### src/debug_port_pkg.sv
/*
  Shared constants for the debug port: register map, scan
  instructions, scan field layout and tap states.
  Assumes a 32-bit Wishbone slave and a 10-byte flash ID.
*/
package debug_port_pkg;
  localparam logic [7:0] ADR_MODE  = 8'h00;
  localparam logic [7:0] ADR_PROT  = 8'h04;
  localparam logic [7:0] ADR_BITOP = 8'h08;
  localparam logic [7:0] ADR_STAT  = 8'h0c;
  localparam logic [7:0] PROT_KEY  = 8'ha5;
  localparam logic [1:0] MODE_RST  = 2'h1;
  localparam int MODE_EN = 0;
  localparam int MODE_PD = 1;
  localparam int AW = 16;
  localparam int DW = 8;
  localparam int PCW = 24;
  localparam int NBP_HW = 2;
  localparam int NBP = 6;
  localparam int DR_W = 80;
  localparam int ID_EN = 79;
  localparam logic [3:0] IR_BYPASS = 4'hf;
  localparam logic [3:0] IR_IDENT  = 4'h1;
  localparam logic [3:0] IR_MEM    = 4'h2;
  localparam logic [3:0] IR_CTRL   = 4'h3;
  localparam logic [3:0] IR_BP     = 4'h4;
  localparam logic [3:0] IR_STAT   = 4'h5;
  localparam logic [3:0] IR_CAP    = 4'h1;
  localparam logic [6:0] LEN_ID = 7'h50;
  localparam logic [6:0] LEN_MEM = 7'h19;
  localparam logic [6:0] LEN_CTRL = 7'h06;
  localparam logic [6:0] LEN_BP = 7'h1c;
  localparam logic [6:0] LEN_STAT = 7'h08;
  localparam logic [6:0] LEN_BYP = 7'h01;
  localparam int MEM_WE = 0;
  localparam int MEM_ADR = 1;
  localparam int MEM_DAT = 17;
  localparam int CT_BRK = 0;
  localparam int CT_RES = 1;
  localparam int CT_MSK = 2;
  localparam int BP_SLOT = 0;
  localparam int BP_EN = 3;
  localparam int BP_ADR = 4;
  localparam int SYNC_W = 9;
  localparam int S_DEBUG_RESET_N = 0;
  localparam int S_DCK = 1;
  localparam int S_DMS = 2;
  localparam int S_DDI = 3;
  localparam int S_P5 = 4;
  localparam int S_RST = 5;
  localparam int S_NMI = 6;
  localparam int S_HLD = 7;
  localparam int S_WAIT = 8;
  typedef enum logic [3:0] {
    TLR = 4'h0, RTI = 4'h1, SELDR = 4'h3, CAPDR = 4'h2,
    SHDR = 4'h6, EX1DR = 4'h7, PADR = 4'h5, EX2DR = 4'h4,
    UPDR = 4'hc, SELIR = 4'hd, CAPIR = 4'hf, SHIR = 4'he,
    EX1IR = 4'ha, PAIR = 4'hb, EX2IR = 4'h9, UPIR = 4'h8
  } tap_state_t;
endpackage

### src/pin_sync.sv
/*
  Three-stage pin synchroniser with agreement filter.
  Assumes inputs are asynchronous to i_mclk.
*/
`timescale 1ns/10ps
module pin_sync #(parameter int W = 1) (
  input  logic         i_mclk,
  input  logic         i_rstn,
  input  logic [W-1:0] i_async,
  output logic [W-1:0] o_level
);
  logic [W-1:0] s1_q, s2_q, s3_q, lvl_q;
  always_ff @(posedge i_mclk)
  begin
    if (!i_rstn)
    begin
      s1_q <= '0;
      s2_q <= '0;
      s3_q <= '0;
    end
    else
    begin
      s1_q <= i_async;
      s2_q <= s1_q;
      s3_q <= s2_q;
    end
  end
  // A change counts only once stages two and three agree
  for (genvar g = 0; g < W; g++)
  begin : g_flt
    always_ff @(posedge i_mclk)
    begin
      if (!i_rstn)
        lvl_q[g] <= 1'b0;
      else if (s2_q[g] == s3_q[g])
        lvl_q[g] <= s3_q[g];
    end
  end
  assign o_level = lvl_q;
endmodule

### src/tap_ctrl.sv
/*
  Serial transfer state machine of the debug port.
  Assumes i_adv is a one-cycle strobe per debug clock rise.
*/
`timescale 1ns/10ps
module tap_ctrl (
  input  logic                        i_mclk,
  input  logic                        i_arst_n,
  input  logic                        i_adv,
  input  logic                        i_tms,
  output debug_port_pkg::tap_state_t  o_state
);
  debug_port_pkg::tap_state_t st_q, st_d;
  always_comb
  begin
    case (st_q)
      debug_port_pkg::TLR:   st_d = i_tms ? debug_port_pkg::TLR
                                          : debug_port_pkg::RTI;
      debug_port_pkg::RTI:   st_d = i_tms ? debug_port_pkg::SELDR
                                          : debug_port_pkg::RTI;
      debug_port_pkg::SELDR: st_d = i_tms ? debug_port_pkg::SELIR
                                          : debug_port_pkg::CAPDR;
      debug_port_pkg::CAPDR: st_d = i_tms ? debug_port_pkg::EX1DR
                                          : debug_port_pkg::SHDR;
      debug_port_pkg::SHDR:  st_d = i_tms ? debug_port_pkg::EX1DR
                                          : debug_port_pkg::SHDR;
      debug_port_pkg::EX1DR: st_d = i_tms ? debug_port_pkg::UPDR
                                          : debug_port_pkg::PADR;
      debug_port_pkg::PADR:  st_d = i_tms ? debug_port_pkg::EX2DR
                                          : debug_port_pkg::PADR;
      debug_port_pkg::EX2DR: st_d = i_tms ? debug_port_pkg::UPDR
                                          : debug_port_pkg::SHDR;
      debug_port_pkg::SELIR: st_d = i_tms ? debug_port_pkg::TLR
                                          : debug_port_pkg::CAPIR;
      debug_port_pkg::CAPIR: st_d = i_tms ? debug_port_pkg::EX1IR
                                          : debug_port_pkg::SHIR;
      debug_port_pkg::SHIR:  st_d = i_tms ? debug_port_pkg::EX1IR
                                          : debug_port_pkg::SHIR;
      debug_port_pkg::EX1IR: st_d = i_tms ? debug_port_pkg::UPIR
                                          : debug_port_pkg::PAIR;
      debug_port_pkg::PAIR:  st_d = i_tms ? debug_port_pkg::EX2IR
                                          : debug_port_pkg::PAIR;
      debug_port_pkg::EX2IR: st_d = i_tms ? debug_port_pkg::UPIR
                                          : debug_port_pkg::SHIR;
      debug_port_pkg::UPDR,
      debug_port_pkg::UPIR:  st_d = i_tms ? debug_port_pkg::SELDR
                                          : debug_port_pkg::RTI;
      default:               st_d = debug_port_pkg::TLR;
    endcase
  end
  always_ff @(posedge i_mclk or negedge i_arst_n)
  begin
    if (!i_arst_n)
      st_q <= debug_port_pkg::TLR;
    else if (i_adv)
      st_q <= st_d;
  end
  assign o_state = st_q;
endmodule

### src/debug_port_top.sv
/*
  On-chip debug unit: serial debug port, mode register on
  Wishbone, ID unlock, breakpoints, masks, memory monitor.
  Assumes i_mem_* is a same-clock memory port and the debug
  pins are asynchronous to i_mclk.
*/
// Our own choices: the Wishbone slave port and the placing of the registers.
`timescale 1ns/10ps
// Function
// RULE1: Debug reset low clears debug logic asynchronously
// RULE2: Debug reset rising also resets the CPU
// RULE3: Emulator drives debug clock at 20 MHz; the probe model drives a 160 ns period (6.25 MHz)
// RULE4: Mode select and data sampled on clock rise
// RULE5: Data out changes only on clock fall
// RULE6: Transfer state follows sampled mode select
// RULE7: Unpowered target sees emulator outputs floating
// RULE8: Emulator drives flash mode pin for downloads
// RULE9: Mode writes need unlock sequence, pin five low
// RULE10: Mode register byte and bit access
// RULE11: Mode register selects pins and pull-down
// RULE12: Debug valid only when enabled and reset high
// RULE13: Unused debug reset held low until disabled
// RULE14: System reset restores mode register defaults
// RULE15: Ten-byte ID match unlocks debug access
// RULE16: ID enable bit zero refuses debugging
// RULE17: Debug mode drives data out high
// RULE18: Pin reset masked while stopped at break
// RULE19: Masks for reset, NMI, hold, wait
// RULE20: Two hardware and four software breakpoints
// RULE21: Software breakpoints sleep after resets
// RULE22: Memory read and RAM write while running
// RULE23: Test-access-port style one-bit serial shifting
module debug_port_top (
  input  logic        i_mclk,
  input  logic        i_rstn,
  input  logic        i_wb_cyc,
  input  logic        i_wb_stb,
  input  logic        i_wb_we,
  input  logic [7:0]  i_wb_adr,
  input  logic [31:0] i_wb_dat,
  input  logic [3:0]  i_wb_sel,
  output logic [31:0] o_wb_dat,
  output logic        o_wb_ack,
  input  logic        i_debug_reset_n,
  input  logic        i_debug_clock,
  input  logic        i_debug_mode_select,
  input  logic        i_debug_data_in,
  output logic        o_debug_data_out,
  output logic        o_debug_data_out_en_n,
  input  logic        i_shared_pin_five,
  input  logic        i_reset_pin_n,
  input  logic        i_nmi,
  input  logic        i_bus_hold_request,
  input  logic        i_wait_req,
  input  logic        i_wdt2_reset,
  input  logic [23:0] i_cpu_pc,
  input  logic        i_cpu_fetch,
  input  logic [79:0] i_flash_id,
  output logic        o_cpu_reset_n,
  output logic        o_port_reset_n,
  output logic        o_cpu_break,
  output logic        o_nmi,
  output logic        o_bus_hold_request,
  output logic        o_wait,
  output logic        o_debug_pins_sel,
  output logic        o_pulldown_off,
  output logic        o_mem_req,
  output logic        o_mem_we,
  output logic [15:0] o_mem_addr,
  output logic [7:0]  o_mem_wdata,
  input  logic        i_mem_ack,
  input  logic [7:0]  i_mem_rdata
);
  localparam int SW = debug_port_pkg::SYNC_W;
  localparam int NBP = debug_port_pkg::NBP;
  localparam int PCW = debug_port_pkg::PCW;
  localparam int DRW = debug_port_pkg::DR_W;

  logic [SW-1:0]  pin_raw, lvl;
  logic           dck_q, debug_reset_n_q, ddo_q, ddo_en_n_q;
  logic           cpu_rst_n_q, port_rst_n_q;
  logic           nmi_q, hold_q, wait_q, armed_q, ack_q;
  logic [1:0]     mode_q;
  logic [31:0]    dat_q;
  logic [3:0]     ir_q, irs_q, mask_q;
  logic [DRW-1:0] sh_q, sh_d, cap_val;
  logic           sec_ok_q, break_q, sw_active_q;
  logic           mem_req_q, mem_we_q;
  logic [15:0]    mem_adr_q;
  logic [7:0]     mem_wdat_q, mem_rdat_q;
  logic           bp_en_q [NBP];
  logic [PCW-1:0] bp_adr_q [NBP];
  logic [NBP-1:0] hit;
  debug_port_pkg::tap_state_t st;

  assign pin_raw = {i_wait_req, i_bus_hold_request, i_nmi,
                    i_reset_pin_n, i_shared_pin_five,
                    i_debug_data_in, i_debug_mode_select,
                    i_debug_clock, i_debug_reset_n};

  pin_sync #(.W(SW)) u_sync (
    .i_mclk  (i_mclk),
    .i_rstn  (i_rstn),
    .i_async (pin_raw),
    .o_level (lvl)
  );

  wire debug_clock  = lvl[debug_port_pkg::S_DCK];
  wire debug_reset_n = lvl[debug_port_pkg::S_DEBUG_RESET_N];
  wire debug_mode_select  = lvl[debug_port_pkg::S_DMS];
  wire debug_data_in  = lvl[debug_port_pkg::S_DDI];
  wire rst_pin = ~lvl[debug_port_pkg::S_RST];
  wire dck_rise = debug_clock & ~dck_q;
  wire dck_fall = ~debug_clock & dck_q;
  wire debug_reset_n_rise = debug_reset_n & ~debug_reset_n_q;
  // RULE12: enable bit and reset
  wire dbg_valid = mode_q[debug_port_pkg::MODE_EN] & debug_reset_n;
  // RULE4: sample on rise
  wire adv = dck_rise & dbg_valid;

  // RULE6: state follows mode select
  tap_ctrl u_tap (
    .i_mclk   (i_mclk),
    .i_arst_n (i_debug_reset_n),
    .i_adv    (adv),
    .i_tms    (debug_mode_select),
    .o_state  (st)
  );

  wire sh_dr = st == debug_port_pkg::SHDR;
  wire sh_ir = st == debug_port_pkg::SHIR;
  wire upd = adv & (st == debug_port_pkg::UPDR);
  wire upd_ok = upd & sec_ok_q;
  wire is_id = ir_q == debug_port_pkg::IR_IDENT;
  wire is_mem = ir_q == debug_port_pkg::IR_MEM;
  wire is_ctl = ir_q == debug_port_pkg::IR_CTRL;
  wire is_bp = ir_q == debug_port_pkg::IR_BP;
  wire is_st = ir_q == debug_port_pkg::IR_STAT;
  wire mem_upd = upd_ok & is_mem;
  wire ctl_upd = upd_ok & is_ctl;
  wire bp_upd = upd_ok & is_bp;
  wire force_brk = ctl_upd & sh_q[debug_port_pkg::CT_BRK];
  wire resume = ctl_upd & sh_q[debug_port_pkg::CT_RES];
  wire [2:0] bp_slot = sh_q[debug_port_pkg::BP_SLOT +: 3];
  wire hw_hit = |hit[debug_port_pkg::NBP_HW-1:0];
  wire any_hit = |hit;
  // RULE15: whole ID compared
  wire id_match = sh_q == i_flash_id;
  wire [7:0] stat = {3'h0, mem_req_q, sw_active_q, sec_ok_q,
                     break_q, dbg_valid};
  wire [6:0] dr_len = is_id  ? debug_port_pkg::LEN_ID :
                      is_mem ? debug_port_pkg::LEN_MEM :
                      is_ctl ? debug_port_pkg::LEN_CTRL :
                      is_bp  ? debug_port_pkg::LEN_BP :
                      is_st  ? debug_port_pkg::LEN_STAT :
                               debug_port_pkg::LEN_BYP;
  assign cap_val = is_mem ? {55'h0, mem_rdat_q, 17'h0} :
                   is_st  ? {72'h0, stat} : {DRW{1'b0}};
  wire tdo_bit = sh_ir ? irs_q[0] : sh_q[0];
  // RULE19: masks act only in debug mode
  wire [3:0] m_eff = mask_q & {4{dbg_valid}};
  // RULE18: pin reset ignored at a break
  wire pin_rst_eff = rst_pin & ~(break_q & dbg_valid) & ~m_eff[0];

  // RULE23: one bit per clock, length per instruction
  always_comb
  begin
    sh_d = sh_q;
    if (adv && st == debug_port_pkg::CAPDR)
      sh_d = cap_val;
    else if (adv && sh_dr)
    begin
      sh_d = sh_q >> 1;
      sh_d[dr_len - 7'h01] = debug_data_in;
    end
  end

  // RULE1: debug side cleared by the debug reset pin
  always_ff @(posedge i_mclk or negedge i_debug_reset_n)
  begin
    if (!i_debug_reset_n)
    begin
      ir_q <= debug_port_pkg::IR_BYPASS;
      irs_q <= debug_port_pkg::IR_CAP;
      sh_q <= '0;
      sec_ok_q <= 1'b0;
      mask_q <= 4'h0;
      break_q <= 1'b0;
      sw_active_q <= 1'b1;
      mem_req_q <= 1'b0;
      mem_we_q <= 1'b0;
      mem_adr_q <= 16'h0;
      mem_wdat_q <= 8'h0;
      mem_rdat_q <= 8'h0;
    end
    else
    begin
      sh_q <= sh_d;
      if (adv && st == debug_port_pkg::CAPIR)
        irs_q <= debug_port_pkg::IR_CAP;
      else if (adv && sh_ir)
        irs_q <= {debug_data_in, irs_q[3:1]};
      if (st == debug_port_pkg::TLR)
        ir_q <= debug_port_pkg::IR_BYPASS;
      else if (adv && st == debug_port_pkg::UPIR)
        ir_q <= irs_q;
      // RULE16: enable flag must be set too
      if (upd && is_id)
        sec_ok_q <= id_match & i_flash_id[debug_port_pkg::ID_EN];
      if (ctl_upd)
        mask_q <= sh_q[debug_port_pkg::CT_MSK +: 4];
      if (force_brk || any_hit)
        break_q <= 1'b1;
      else if (resume)
        break_q <= 1'b0;
      // RULE21: set wins over the resets
      if (force_brk || hw_hit)
        sw_active_q <= 1'b1;
      else if (i_wdt2_reset || pin_rst_eff)
        sw_active_q <= 1'b0;
      // RULE22: no break needed for memory access
      if (mem_upd && !mem_req_q)
      begin
        mem_req_q <= 1'b1;
        mem_we_q <= sh_q[debug_port_pkg::MEM_WE];
        mem_adr_q <= sh_q[debug_port_pkg::MEM_ADR +: 16];
        mem_wdat_q <= sh_q[debug_port_pkg::MEM_DAT +: 8];
      end
      else if (mem_req_q && i_mem_ack)
      begin
        mem_req_q <= 1'b0;
        if (!mem_we_q)
          mem_rdat_q <= i_mem_rdata;
      end
    end
  end

  // RULE20: six comparators, last four software
  for (genvar g = 0; g < NBP; g++)
  begin : g_bp
    always_ff @(posedge i_mclk or negedge i_debug_reset_n)
    begin
      if (!i_debug_reset_n)
      begin
        bp_en_q[g] <= 1'b0;
        bp_adr_q[g] <= '0;
      end
      else if (bp_upd && bp_slot == 3'(g))
      begin
        bp_en_q[g] <= sh_q[debug_port_pkg::BP_EN];
        bp_adr_q[g] <= sh_q[debug_port_pkg::BP_ADR +: PCW];
      end
    end
    assign hit[g] = bp_en_q[g] & i_cpu_fetch & dbg_valid &
                    (bp_adr_q[g] == i_cpu_pc) &
                    ((g < debug_port_pkg::NBP_HW) | sw_active_q);
  end

  wire wb_req = i_wb_cyc & i_wb_stb & ~ack_q;
  wire wb_wr = wb_req & i_wb_we & i_wb_sel[0];
  wire a_mode = i_wb_adr == debug_port_pkg::ADR_MODE;
  wire a_prot = i_wb_adr == debug_port_pkg::ADR_PROT;
  wire a_bit = i_wb_adr == debug_port_pkg::ADR_BITOP;
  wire a_stat = i_wb_adr == debug_port_pkg::ADR_STAT;
  wire key_ok = i_wb_dat[7:0] == debug_port_pkg::PROT_KEY;
  // RULE9: armed key and pin five low
  wire unlock = armed_q & ~lvl[debug_port_pkg::S_P5];
  wire [2:0] bidx = i_wb_dat[2:0];
  wire bval = i_wb_dat[3];
  // RULE10: single-bit write form
  wire [1:0] mode_bit = bidx == 3'h0 ? {mode_q[1], bval} :
                        bidx == 3'h1 ? {bval, mode_q[0]} : mode_q;
  wire [31:0] rd = (a_mode | a_bit) ? {30'h0, mode_q} :
                   a_stat ? {24'h0, stat} : 32'h0;

  always_ff @(posedge i_mclk)
  begin
    if (!i_rstn)
    begin
      dck_q <= 1'b0;
      debug_reset_n_q <= 1'b0;
      ddo_q <= 1'b1;
      ddo_en_n_q <= 1'b1;
      cpu_rst_n_q <= 1'b0;
      port_rst_n_q <= 1'b0;
      nmi_q <= 1'b0;
      hold_q <= 1'b0;
      wait_q <= 1'b0;
      armed_q <= 1'b0;
      ack_q <= 1'b0;
      dat_q <= 32'h0;
    end
    else
    begin
      dck_q <= debug_clock;
      debug_reset_n_q <= debug_reset_n;
      ddo_en_n_q <= ~dbg_valid;
      // RULE5: output moves on the fall only while valid, forced high when invalid
      if (!dbg_valid)
        ddo_q <= 1'b1;
      else if (dck_fall)
        // RULE17: high unless shifting
        ddo_q <= (sh_dr | sh_ir) ? tdo_bit : 1'b1;
      // RULE2: debug reset release resets CPU
      cpu_rst_n_q <= ~(debug_reset_n_rise | pin_rst_eff);
      // RULE19: port buffers always follow the pin
      port_rst_n_q <= ~rst_pin;
      nmi_q <= lvl[debug_port_pkg::S_NMI] & ~m_eff[1];
      hold_q <= lvl[debug_port_pkg::S_HLD] & ~m_eff[2];
      wait_q <= lvl[debug_port_pkg::S_WAIT] & ~m_eff[3];
      if (wb_req)
        armed_q <= wb_wr & a_prot & key_ok;
      ack_q <= wb_req;
      if (wb_req)
        dat_q <= rd;
    end
  end

  // RULE14: system reset restores enable
  always_ff @(posedge i_mclk)
  begin
    if (!i_rstn || rst_pin)
      mode_q <= debug_port_pkg::MODE_RST;
    else if (wb_wr && unlock && a_mode)
      mode_q <= i_wb_dat[1:0];
    else if (wb_wr && unlock && a_bit)
      mode_q <= mode_bit;
  end

  assign o_wb_dat = dat_q;
  assign o_wb_ack = ack_q;
  assign o_debug_data_out = ddo_q;
  assign o_debug_data_out_en_n = ddo_en_n_q;
  assign o_cpu_reset_n = cpu_rst_n_q;
  assign o_port_reset_n = port_rst_n_q;
  assign o_cpu_break = break_q;
  assign o_nmi = nmi_q;
  assign o_bus_hold_request = hold_q;
  assign o_wait = wait_q;
  // RULE11: pin function and pull-down
  assign o_debug_pins_sel = mode_q[debug_port_pkg::MODE_EN];
  assign o_pulldown_off = mode_q[debug_port_pkg::MODE_PD];
  assign o_mem_req = mem_req_q;
  assign o_mem_we = mem_we_q;
  assign o_mem_addr = mem_adr_q;
  assign o_mem_wdata = mem_wdat_q;
endmodule

### config.mk
export PLATFORM = sky130hd
export DESIGN_NAME = debug_port_top
export DESIGN_NICKNAME = d
export VERILOG_FILES = /design/src/debug_port_pkg.sv /design/src/pin_sync.sv /design/src/tap_ctrl.sv /design/src/debug_port_top.sv
export SDC_FILE = /design/constraint.sdc
export NUM_CORES = 1
export LEC_CHECK = 0
export BUFFER_PORTS_ARGS = -buffer_cell sky130_fd_sc_hd__clkbuf_2
export CELL_PAD_IN_SITES_DETAIL_PLACEMENT = 1
export CELL_PAD_IN_SITES_GLOBAL_PLACEMENT = 2
export CORE_MARGIN = 2
export CORE_UTILIZATION = 40
export DETAILED_ROUTE_END_ITERATION = 16
export GPL_ROUTABILITY_DRIVEN = 0
export HOLD_SLACK_MARGIN = 0.08
export PLACE_DENSITY_LB_ADDON = 0.1
export SLEW_MARGIN = 10
export SYNTH_ARGS = -nofsm -noshare
export SYNTH_HDL_FRONTEND = slang
export SYNTH_SLANG_ARGS = --single-unit
### constraint.sdc
create_clock -name i_mclk -period 4.2 [get_ports i_mclk]
set_clock_uncertainty 0.1 [all_clocks]
set_input_delay 0.21 -clock i_mclk [delete_from_list [all_inputs] [get_ports i_mclk]]
set_output_delay 0.21 -clock i_mclk [all_outputs]
set_load 0.005 [all_outputs]
==> out/results.ini, run 1 <==
[route]
wl_per_cell_um = 22.3
wirelength_um = 50100
drt_iter0_drc = 567
remaining_drc_errors = 0
antenna_left = 0
first_pass_iters = 4
via_per_inst = 5.19
num_vias = 11665

[timing]
hold_ws_ns = 0.126
setup_viol = 0
tns_ns = 0
rsz0062_at_grt = false
fin_ws_ns = 0.954
hold_violations = 0
fmax_mhz = 308
worst_pin_slew_ns = 1.02
period_needed_ns = 3.25
post-route-period-util_pct = 77.3
slew_headroom_pct = 32.2
drv_slew = 0

[worst_setup_path]
required_ns = 4.53
path_class = reg -> reg
r2r_slack_ns = 0.95
cp-endpoint = bp_adr_q[94]$_DFFE_PN0P_
cp-startpoint = u_tap.o_state[3]$_DFFE_PN0P_
r2r-end = bp_adr_q[94]$_DFFE_PN0P_
cpMaxStageDelayCell = dfrtp_1
worstPathMaxFanout = 25
reg2regPathDepth = 6
crit_chain = nor4bb_1 -> nand3_2 -> nor2_1 -> nand3_1 -> nor2_4 -> mux2_2
critPathArrivalTime_ns = 3.57
start_kind = flop
cpPeakStageDelay_ns = 0.71
end_kind = flop
reg2reg_from = u_tap.o_state[3]$_DFFE_PN0P_

[pwr]
ir_worst_vdd_uv = 251
p_int_mw = 5.67
switchingPower_mw = 1.64
combPwrFrac_pct = 5.0
seq_power_share_pct = 44.7
p_clk_share_pct = 50.3
swShare_pct = 22.5
p_leak_nw = 8.66
p_per_area_nw_per_um2 = 385

[floorplanning]
io_pins = 242
dieArea_um2 = 41900
die_h_um = 205
rows = 73
core-area_um2 = 39700
initial_core_util_pct = 40.5
die_w_um = 205

[global_route]
gr-total-overflow = 0
grtUsageMet2_pct = 41.0
met1_usage_pct = 32.8
grt_pass1_vias = 12131
grt_max_degree = 94
gr-usage-all-layers_pct = 24.3
grt_util_met3_pct = 3.21
grt.busiest_layer = met2
grt_first_pass_wirelength_um = 75600
grt_antenna_before_repair = 3

[finish]
fin_nets = 1865
drive_gt1_share_pct = 26.9
areaGrowthSynthToFinish_pct = 18.1
antenna_cells = 0

[place]
port-buffer-count = 187
pre_cts_ws_ns = 0.990
dp_hpwl_um = 34900

[synth]
netlist_area_um2 = 16100
synth_edf_count = 0
async_flop_share_pct = 84.0
yosys.area.top_type_share_pct = 43.0
yosysUniqueCellTypes = 69
netlist_instances = 1524
ys_ff_latch = 337
synthFlopType = dfrtp_1
syn-mean-instance-area_um2 = 10.6
yosys_warnings = 0
ys_seq_area_share_pct = 50.7
yosys-top-cells-area = dfrtp_1 (43%), mux2_2 (12%), dfxtp_1 (6.7%)
synth_largest_area_cell = dfrtp_1

[clock_tree]
clkSlewWorstSetupHoldPaths_ns = 0.06
cts_buffer_depth = 3
cts_hold_buf = 32
clk-insertion-delay-late_ns = 0.56
postCtsSetupRepairBufs = 0
ctsResizeCount = 0
cts.sinks = 337
clockRootBuffer = clkbuf_16
ctsHtreeMaxLevel = 2
cts_inserted_buffers = 41
cts_tree = yes

[worst_hold_path]
min_path_type = in -> reg

[flow_run]
drv_cap = 0

[outcome]
outcome = completed

## cell usage in the layout, fill, tap and decap left out, types with 3 or more instances in the layout
cell type	count
dfrtp_1	276
nand2_1	207
clkbuf_2	186
mux2_2	170
o21ai_0	121
xnor2_1	113
xor2_1	85
dfxtp_1	54
clkbuf_16	45
nand4_1	38
nor4_1	33
nor2_1	32
and2_1	32
dlygate4sd3_1	32
inv_1	30
conb_1	27
nand3_1	22
a21oi_1	21
buf_4	18
nand2b_1	14
a21boi_0	12
mux2i_1	11
o22ai_1	11
clkbuf_8	11
nor2b_1	10
clkbuf_1	9
nor3_1	8
clkinv_2	6
dfstp_2	6
a211oi_1	5
a221oi_1	5
o2bb2ai_1	5
nand3b_1	4
o22a_1	4
or2_2	3
a22oi_1	3
a22o_1	3
## routing by layer
metal | vias up | part of all wire (%)
li1 | 5476 | -
met1 | 5922 | 45
met2 | 200 | 49
met3 | 65 | 3.2
met4 | 2 | 2.1
met5 | - | 0.024
## kinds of logic (layout without fill, tap and decap cells)
kind of cell    Yosys count  in the layout  synth area share, %
simple gates            424            424                 12.9
flops                   337            337                 50.7
compound gates          210            210                 7.79
xor+xnor                198            198                 10.8
mux                     183            183                 12.8
buf+inv                 170            343                 4.96
fa+ha+maj                 1              1               0.0777
other cells               1             27               0.0233
## critical path, delay by kind of cell (launching register included)
kind          cells  cell delay, ns
flops             1            0.71
simple gates      5            1.86
mux               1            0.42
## flip-flops by register name, summed over array words and instances (netlist names), 5 cells and up
signal	count
o_wb_dat	5
u_sync.s1_q	9
mem_rdat_q	8
o_mem_wdata	8
o_mem_addr	16
u_sync.o_level	9
bp_en_q	6
sh_q	80
u_sync.s2_q	9
u_sync.s3_q	9
bp_adr_q	144
## power groups by stage
| stage | combinational [mW] | clock [mW] | sequential (mW) |
|---|---|---|---|
| final | 0.363 | 3.68 | 3.27 |
| after global routing | 0.401 | 3.88 | 3.27 |
| after CTS | 0.372 | 3.77 | 3.27 |
| after detailed placement | 0.351 | 0 | 3.33 |
| after global placement | 0.348 | 0 | 3.33 |
| after floorplan | 0.171 | 0 | 3.33 |
## layout make-up
class,count,area (µm²)
Fill cell,4378,20700
Sequential cell,337,8170
Multi-Input combinational cell,1043,7240
Timing Repair Buffer,238,1420
Clock buffer,65,1310
Tap cell,525,657
Inverter,30,113
Clock inverter,10,108
## cells in the mapped netlist (6+ instances only)
cell type  count
a21boi_0      12
a21oi_1       21
and2_1        32
buf_2         17
buf_4         31
clkbuf_1      85
dfrtp_1      277
dfstp_2        6
dfxtp_1       54
inv_1         30
mux2_2       170
mux2i_1       11
nand2_1      207
nand2b_1      14
nand3_1       22
nand4_1       38
nor2_1        32
nor2b_1       10
nor3_1         8
nor4_1        33
o21ai_0      121
o22ai_1       11
xnor2_1      113
xor2_1        85
## how the worst min path moves through the flow
stage,startpoint,cells past startpoint,slack (ns),to
finish,i_wb_cyc,5,0.13,o_wb_dat[0]$_SDFFE_PN0P_
global route,i_wb_cyc,5,0.16,o_wb_dat[0]$_SDFFE_PN0P_
CTS,i_wb_cyc,5,0.1,o_wb_dat[0]$_SDFFE_PN0P_
detailed placement,i_debug_reset_n,1,0.16,bp_adr_q[102]$_DFFE_PN0P_
global placement,i_debug_reset_n,1,0.16,bp_adr_q[103]$_DFFE_PN0P_
floorplan,i_debug_reset_n,0,-0.19,bp_adr_q[0]$_DFFE_PN0P_
## stage by stage
step	util [%]	area [µm²]	instances	power [mW]
floorplan	-	16200	1550	3.50
global placement	43.5	17300	2141	3.68
detailed placement	43.5	17300	2141	3.68
CTS	47.9	19000	2248	7.41
global route	47.9	19000	2248	7.55
finish	47.9	19000	2248	7.32
No activity file was read; power rests on OpenSTA's default activity.
==> run 2, diff against run 1 <==
--- a/config.mk
+++ b/config.mk
@@ -5,11 +5,12 @@
 export SDC_FILE = /design/constraint.sdc
 export NUM_CORES = 1
 export LEC_CHECK = 0
+export ABC_AREA = 1
 export BUFFER_PORTS_ARGS = -buffer_cell sky130_fd_sc_hd__clkbuf_2
 export CELL_PAD_IN_SITES_DETAIL_PLACEMENT = 1
 export CELL_PAD_IN_SITES_GLOBAL_PLACEMENT = 2
 export CORE_MARGIN = 2
-export CORE_UTILIZATION = 40
+export CORE_UTILIZATION = 33
 export DETAILED_ROUTE_END_ITERATION = 16
 export GPL_ROUTABILITY_DRIVEN = 0
 export HOLD_SLACK_MARGIN = 0.08
==> constraint.sdc (replaced) <==
create_clock -name i_mclk -period 3.1 [get_ports i_mclk]
set_clock_uncertainty 0.1 [all_clocks]
set_input_delay 0.155 -clock i_mclk [delete_from_list [all_inputs] [get_ports i_mclk]]
set_output_delay 0.155 -clock i_mclk [all_outputs]
set_load 0.005 [all_outputs]
==> run 2 against run 1 <==
Synthesized cell count increased by 37%. Sequential cell count unchanged. Setup slack worse by 0.75 ns. Largest cell class unchanged. Area after synthesis up 1.6%. Critical endpoint is now mode_q[1]$_SDFFE_PP0P_. Final area grew 4.5%. Clock-buffer cell count decreased by 1. Die area up 23%. Register-to-register slack lost 0.75 ns. Sequential share of layout area down 1.9 points. Combinational power is 57% higher.
==> out/results.ini, run 2 <==
[finish]
top_register = bp_adr_q  ; unchanged
final_cells = 3013  ; was 2248
fin_nets = 2491  ; was 1865
multi_input_area_um2 = 6730  ; was 7240 µm²
areaGrowthSynthToFinish_pct = 21.6  ; was 18.1%
final.fill_count = 6004  ; was 4378
largest_reg_flops = 144  ; unchanged
antenna_cells = 0  ; unchanged
drive_gt1_share_pct = 14.0  ; was 26.9%
layout_commonest_cell = nand2_1  ; was dfrtp_1
register_area_um2 = 8170  ; about the same
mostFrequentLayoutCells = nand2_1 (575), dfrtp_1 (277), inv_1 (249)  ; was dfrtp_1 (276), nand2_1 (207), clkbuf_2 (186)

[timing]
worst_pin_slew_ns = 1.04  ; was 1.02 ns
rsz0062_at_grt = false  ; unchanged
hold_violations = 0  ; unchanged
drv_slew = 0  ; unchanged
fmax_mhz = 345  ; was 308 MHz
post-route-period-util_pct = 93.5  ; was 77.3%
tns_ns = 0  ; unchanged
slew_headroom_pct = 30.9  ; was 32.2%
period_needed_ns = 2.90  ; was 3.25 ns
setup_viol = 0  ; unchanged
hold_ws_ns = 0.0890  ; was 0.126 ns

[global_route]
grt_max_degree = 73  ; was 94
grt_pass1_vias = 14923  ; was 12.1k
grt_antenna_before_repair = 0  ; was 3
grt_first_pass_wirelength_um = 92300  ; was 75600 µm
gr-total-overflow = 0  ; unchanged
gr-usage-all-layers_pct = 24.2  ; was 24.3%

[floorplanning]
rows = 81  ; was 73
io_pins = 242  ; unchanged
initial_core_util_pct = 33.4  ; was 40.5%
dieArea_um2 = 51400  ; was 41900 µm²
core-area_um2 = 49000  ; was 39700 µm²
die_h_um = 227  ; was 205 µm
die_w_um = 227  ; was 205 µm

[worst_setup_path]
end_kind = flop  ; unchanged
start_kind = flop  ; unchanged
cpPeakStageDelay_ns = 0.57  ; was 0.71 ns
cp_common_cell = dlygate4sd3_1
r2r_slack_ns = 0.20  ; was 0.95 ns
worstPathMaxFanout = 5  ; was 25
reg2regPathDepth = 10  ; was 6
required_ns = 3.50  ; was 4.53 ns
crit_chain = nor2_2 -> nand3_1 -> nor2_4 -> nand3_1 -> dlygate4sd3_1 -> nand2_1 -> dlygate4sd3_1 -> nor2_1 -> nor2_1 -> dlygate4sd3_1  ; was nor4bb_1 -> nand3_2 -> nor2_1 -> nand3_1 -> nor2_4 -> mux2_2
cpMaxStageDelayCell = dlygate4sd3_1  ; was dfrtp_1
path_class = reg -> reg  ; unchanged
critPathArrivalTime_ns = 3.30  ; was 3.57 ns

[synth]
yosys.area.top_type_share_pct = 42.4  ; was 43.0%
netlist_instances = 2089  ; was 1524
async_flop_share_pct = 84.0  ; unchanged
synth_most_common_cell = nand2_1  ; was dfrtp_1
synth-xor-area-share_pct = 3.43  ; was 10.8%
ys_seq_area_share_pct = 49.9  ; was 50.7%
synth_largest_area_cell = dfrtp_1  ; unchanged
yosys-top-cells-area = dfrtp_1 (42%), nand2_1 (13%), dfxtp_1 (6.6%)  ; was dfrtp_1 (43%), mux2_2 (12%), dfxtp_1 (6.7%)
yosys.area_share.simple_pct = 21.7  ; was 12.9%
synth_fa_ha_area_share_pct = 0.260  ; was 0.0777%
yosys_warnings = 0  ; unchanged
yosysUniqueCellTypes = 47  ; was 69
syn-mean-instance-area_um2 = 7.83  ; was 10.6 µm²
synthFlopType = dfrtp_1  ; unchanged
synth_top_family_by_area = simple AND/OR/NAND/NOR gates  ; unchanged
ys_ff_latch = 337  ; unchanged
synth_compound_area_share_pct = 14.4  ; was 7.78%
netlist_area_um2 = 16400  ; was 16100 µm²
synth_common_cells = nand2_1 (575), dfrtp_1 (277), inv_1 (249)  ; was dfrtp_1 (277), nand2_1 (207), mux2_2 (170)
synth_edf_count = 0  ; unchanged
synth_mux_area_share_pct = 0.551  ; was 12.8%

[route]
num_vias = 14478  ; was 11.7k
wirelength_um = 61000  ; was 50100 µm
remaining_drc_errors = 0  ; unchanged
antenna_left = 0  ; unchanged
wl_per_cell_um = 20.2  ; was 22.3 µm
first_pass_iters = 5  ; was 4
via_per_inst = 4.81  ; was 5.19
drt_iter0_drc = 702  ; was 567

[clock_tree]
clk-insertion-delay-late_ns = 0.56  ; about the same
postCtsSetupRepairBufs = 0  ; unchanged
cts_tree = yes  ; unchanged
cts.sinks = 337  ; unchanged
cts_buffer_depth = 3  ; unchanged
clockRootBuffer = clkbuf_16  ; unchanged
cts_inserted_buffers = 41  ; unchanged
clkSlewWorstSetupHoldPaths_ns = 0.06  ; about the same
ctsHtreeMaxLevel = 2  ; unchanged

[pwr]
p_clk_share_pct = 50.5  ; was 50.3%
total_power_mw = 10.1  ; was 7.32 mW
switchingPower_mw = 2.36  ; was 1.64 mW
seq_power_share_pct = 43.9  ; was 44.7%
swShare_pct = 23.3  ; was 22.5%
p_leak_nw = 9.29  ; was 8.66 nW
ir_worst_vdd_uv = 282  ; was 251 µV
p_per_area_nw_per_um2 = 508  ; was 385 nW/µm²
p_int_mw = 7.75  ; was 5.67 mW
combPwrFrac_pct = 5.7  ; was 5.0%

[place]
port-buffer-count = 187  ; unchanged
dp_hpwl_um = 44800  ; was 34900 µm
dpl.cell_count = 2883  ; was 2141

[worst_hold_path]
hold_path_depth = 8  ; was 5
min_path_type = in -> reg  ; unchanged

[outcome]
outcome = completed  ; unchanged

[flow_run]
drv_cap = 0  ; unchanged

## run 2: repair_timing
action / 4_1_cts / 5_1_grt
resized for setup: 0 / 4
hold endpoints to repair: 294 / 0
endpoints found under the setup margin: 0 / 1
hold buffers: 55 / 0
## run 2: kinds of logic after synthesis
group / count (synthesis)
xor gates and xnor gates: 64
other: 1
and+or+nand+nor: 867
muxes: 8
AOI/OAI and AO/OA: 433
buffers and inverters: 375
DFF: 337
adders and majority gates: 4
## run 2: worst paths after layout
check	start	to
min reg2reg	u_sync.s1_q[0]$_SDFF_PN0_	u_sync.s2_q[0]$_SDFF_PN0_
max reg2reg	o_wb_ack$_SDFF_PN0_	mode_q[1]$_SDFFE_PP0P_
max	o_wb_ack$_SDFF_PN0_	mode_q[1]$_SDFFE_PP0P_
max in group asynchronous	i_debug_reset_n	bp_adr_q[16]$_DFFE_PN0P_
min	i_flash_id[41]	sec_ok_q$_DFFE_PN0P_
min in group asynchronous	i_debug_reset_n	sh_q[10]$_DFFE_PN0P_
## run 2: final cells by class
cell class	count	area share (%)
Clock buffer	64	6.31
Tap cell	664	4.18
Multi-Input combinational cell	1403	33.8
Inverter	264	4.99
Sequential cell	337	41.1
Timing Repair Buffer	270	8.77
Clock inverter	11	0.818
## run 2: layer usage
metal  track usage, %  vias to the layer above  wire length [µm]
met2             43.8                      177             31300
met3             2.67                       73              1640
met1             30.7                     7105             26900
met4             5.75                        0              1150
li1                 -                     7123                 -
met5                0                        -                 0
## run 2: power groups by stage
stage,registers [mW],logic [mW],clock network [mW]
after floorplan,4.51,0.232,0
after global placement,4.52,0.529,0
after detailed placement,4.52,0.534,0
after CTS,4.43,0.582,5.21
after global routing,4.44,0.635,5.38
final,4.44,0.571,5.10
## run 2: per-stage QoR
stage	worst slack, ns	util (%)	cell area, µm²
after floorplan	1.12	-	16500
after global placement	0.603	36.6	17900
after detailed placement	0.540	36.6	17900
after CTS	0.0889	40.6	19900
after global routing	0.0610	40.6	19900
final	0.200	40.6	19900
## run 2: critical path: cells and delay by family, from the launching register on
| family | cells | cell delay [ns] |
|---|---|---|
| buffers and inverters | 3 | 1.68 |
| AND/OR/NAND/NOR | 7 | 0.75 |
| flip-flops | 1 | 0.32 |
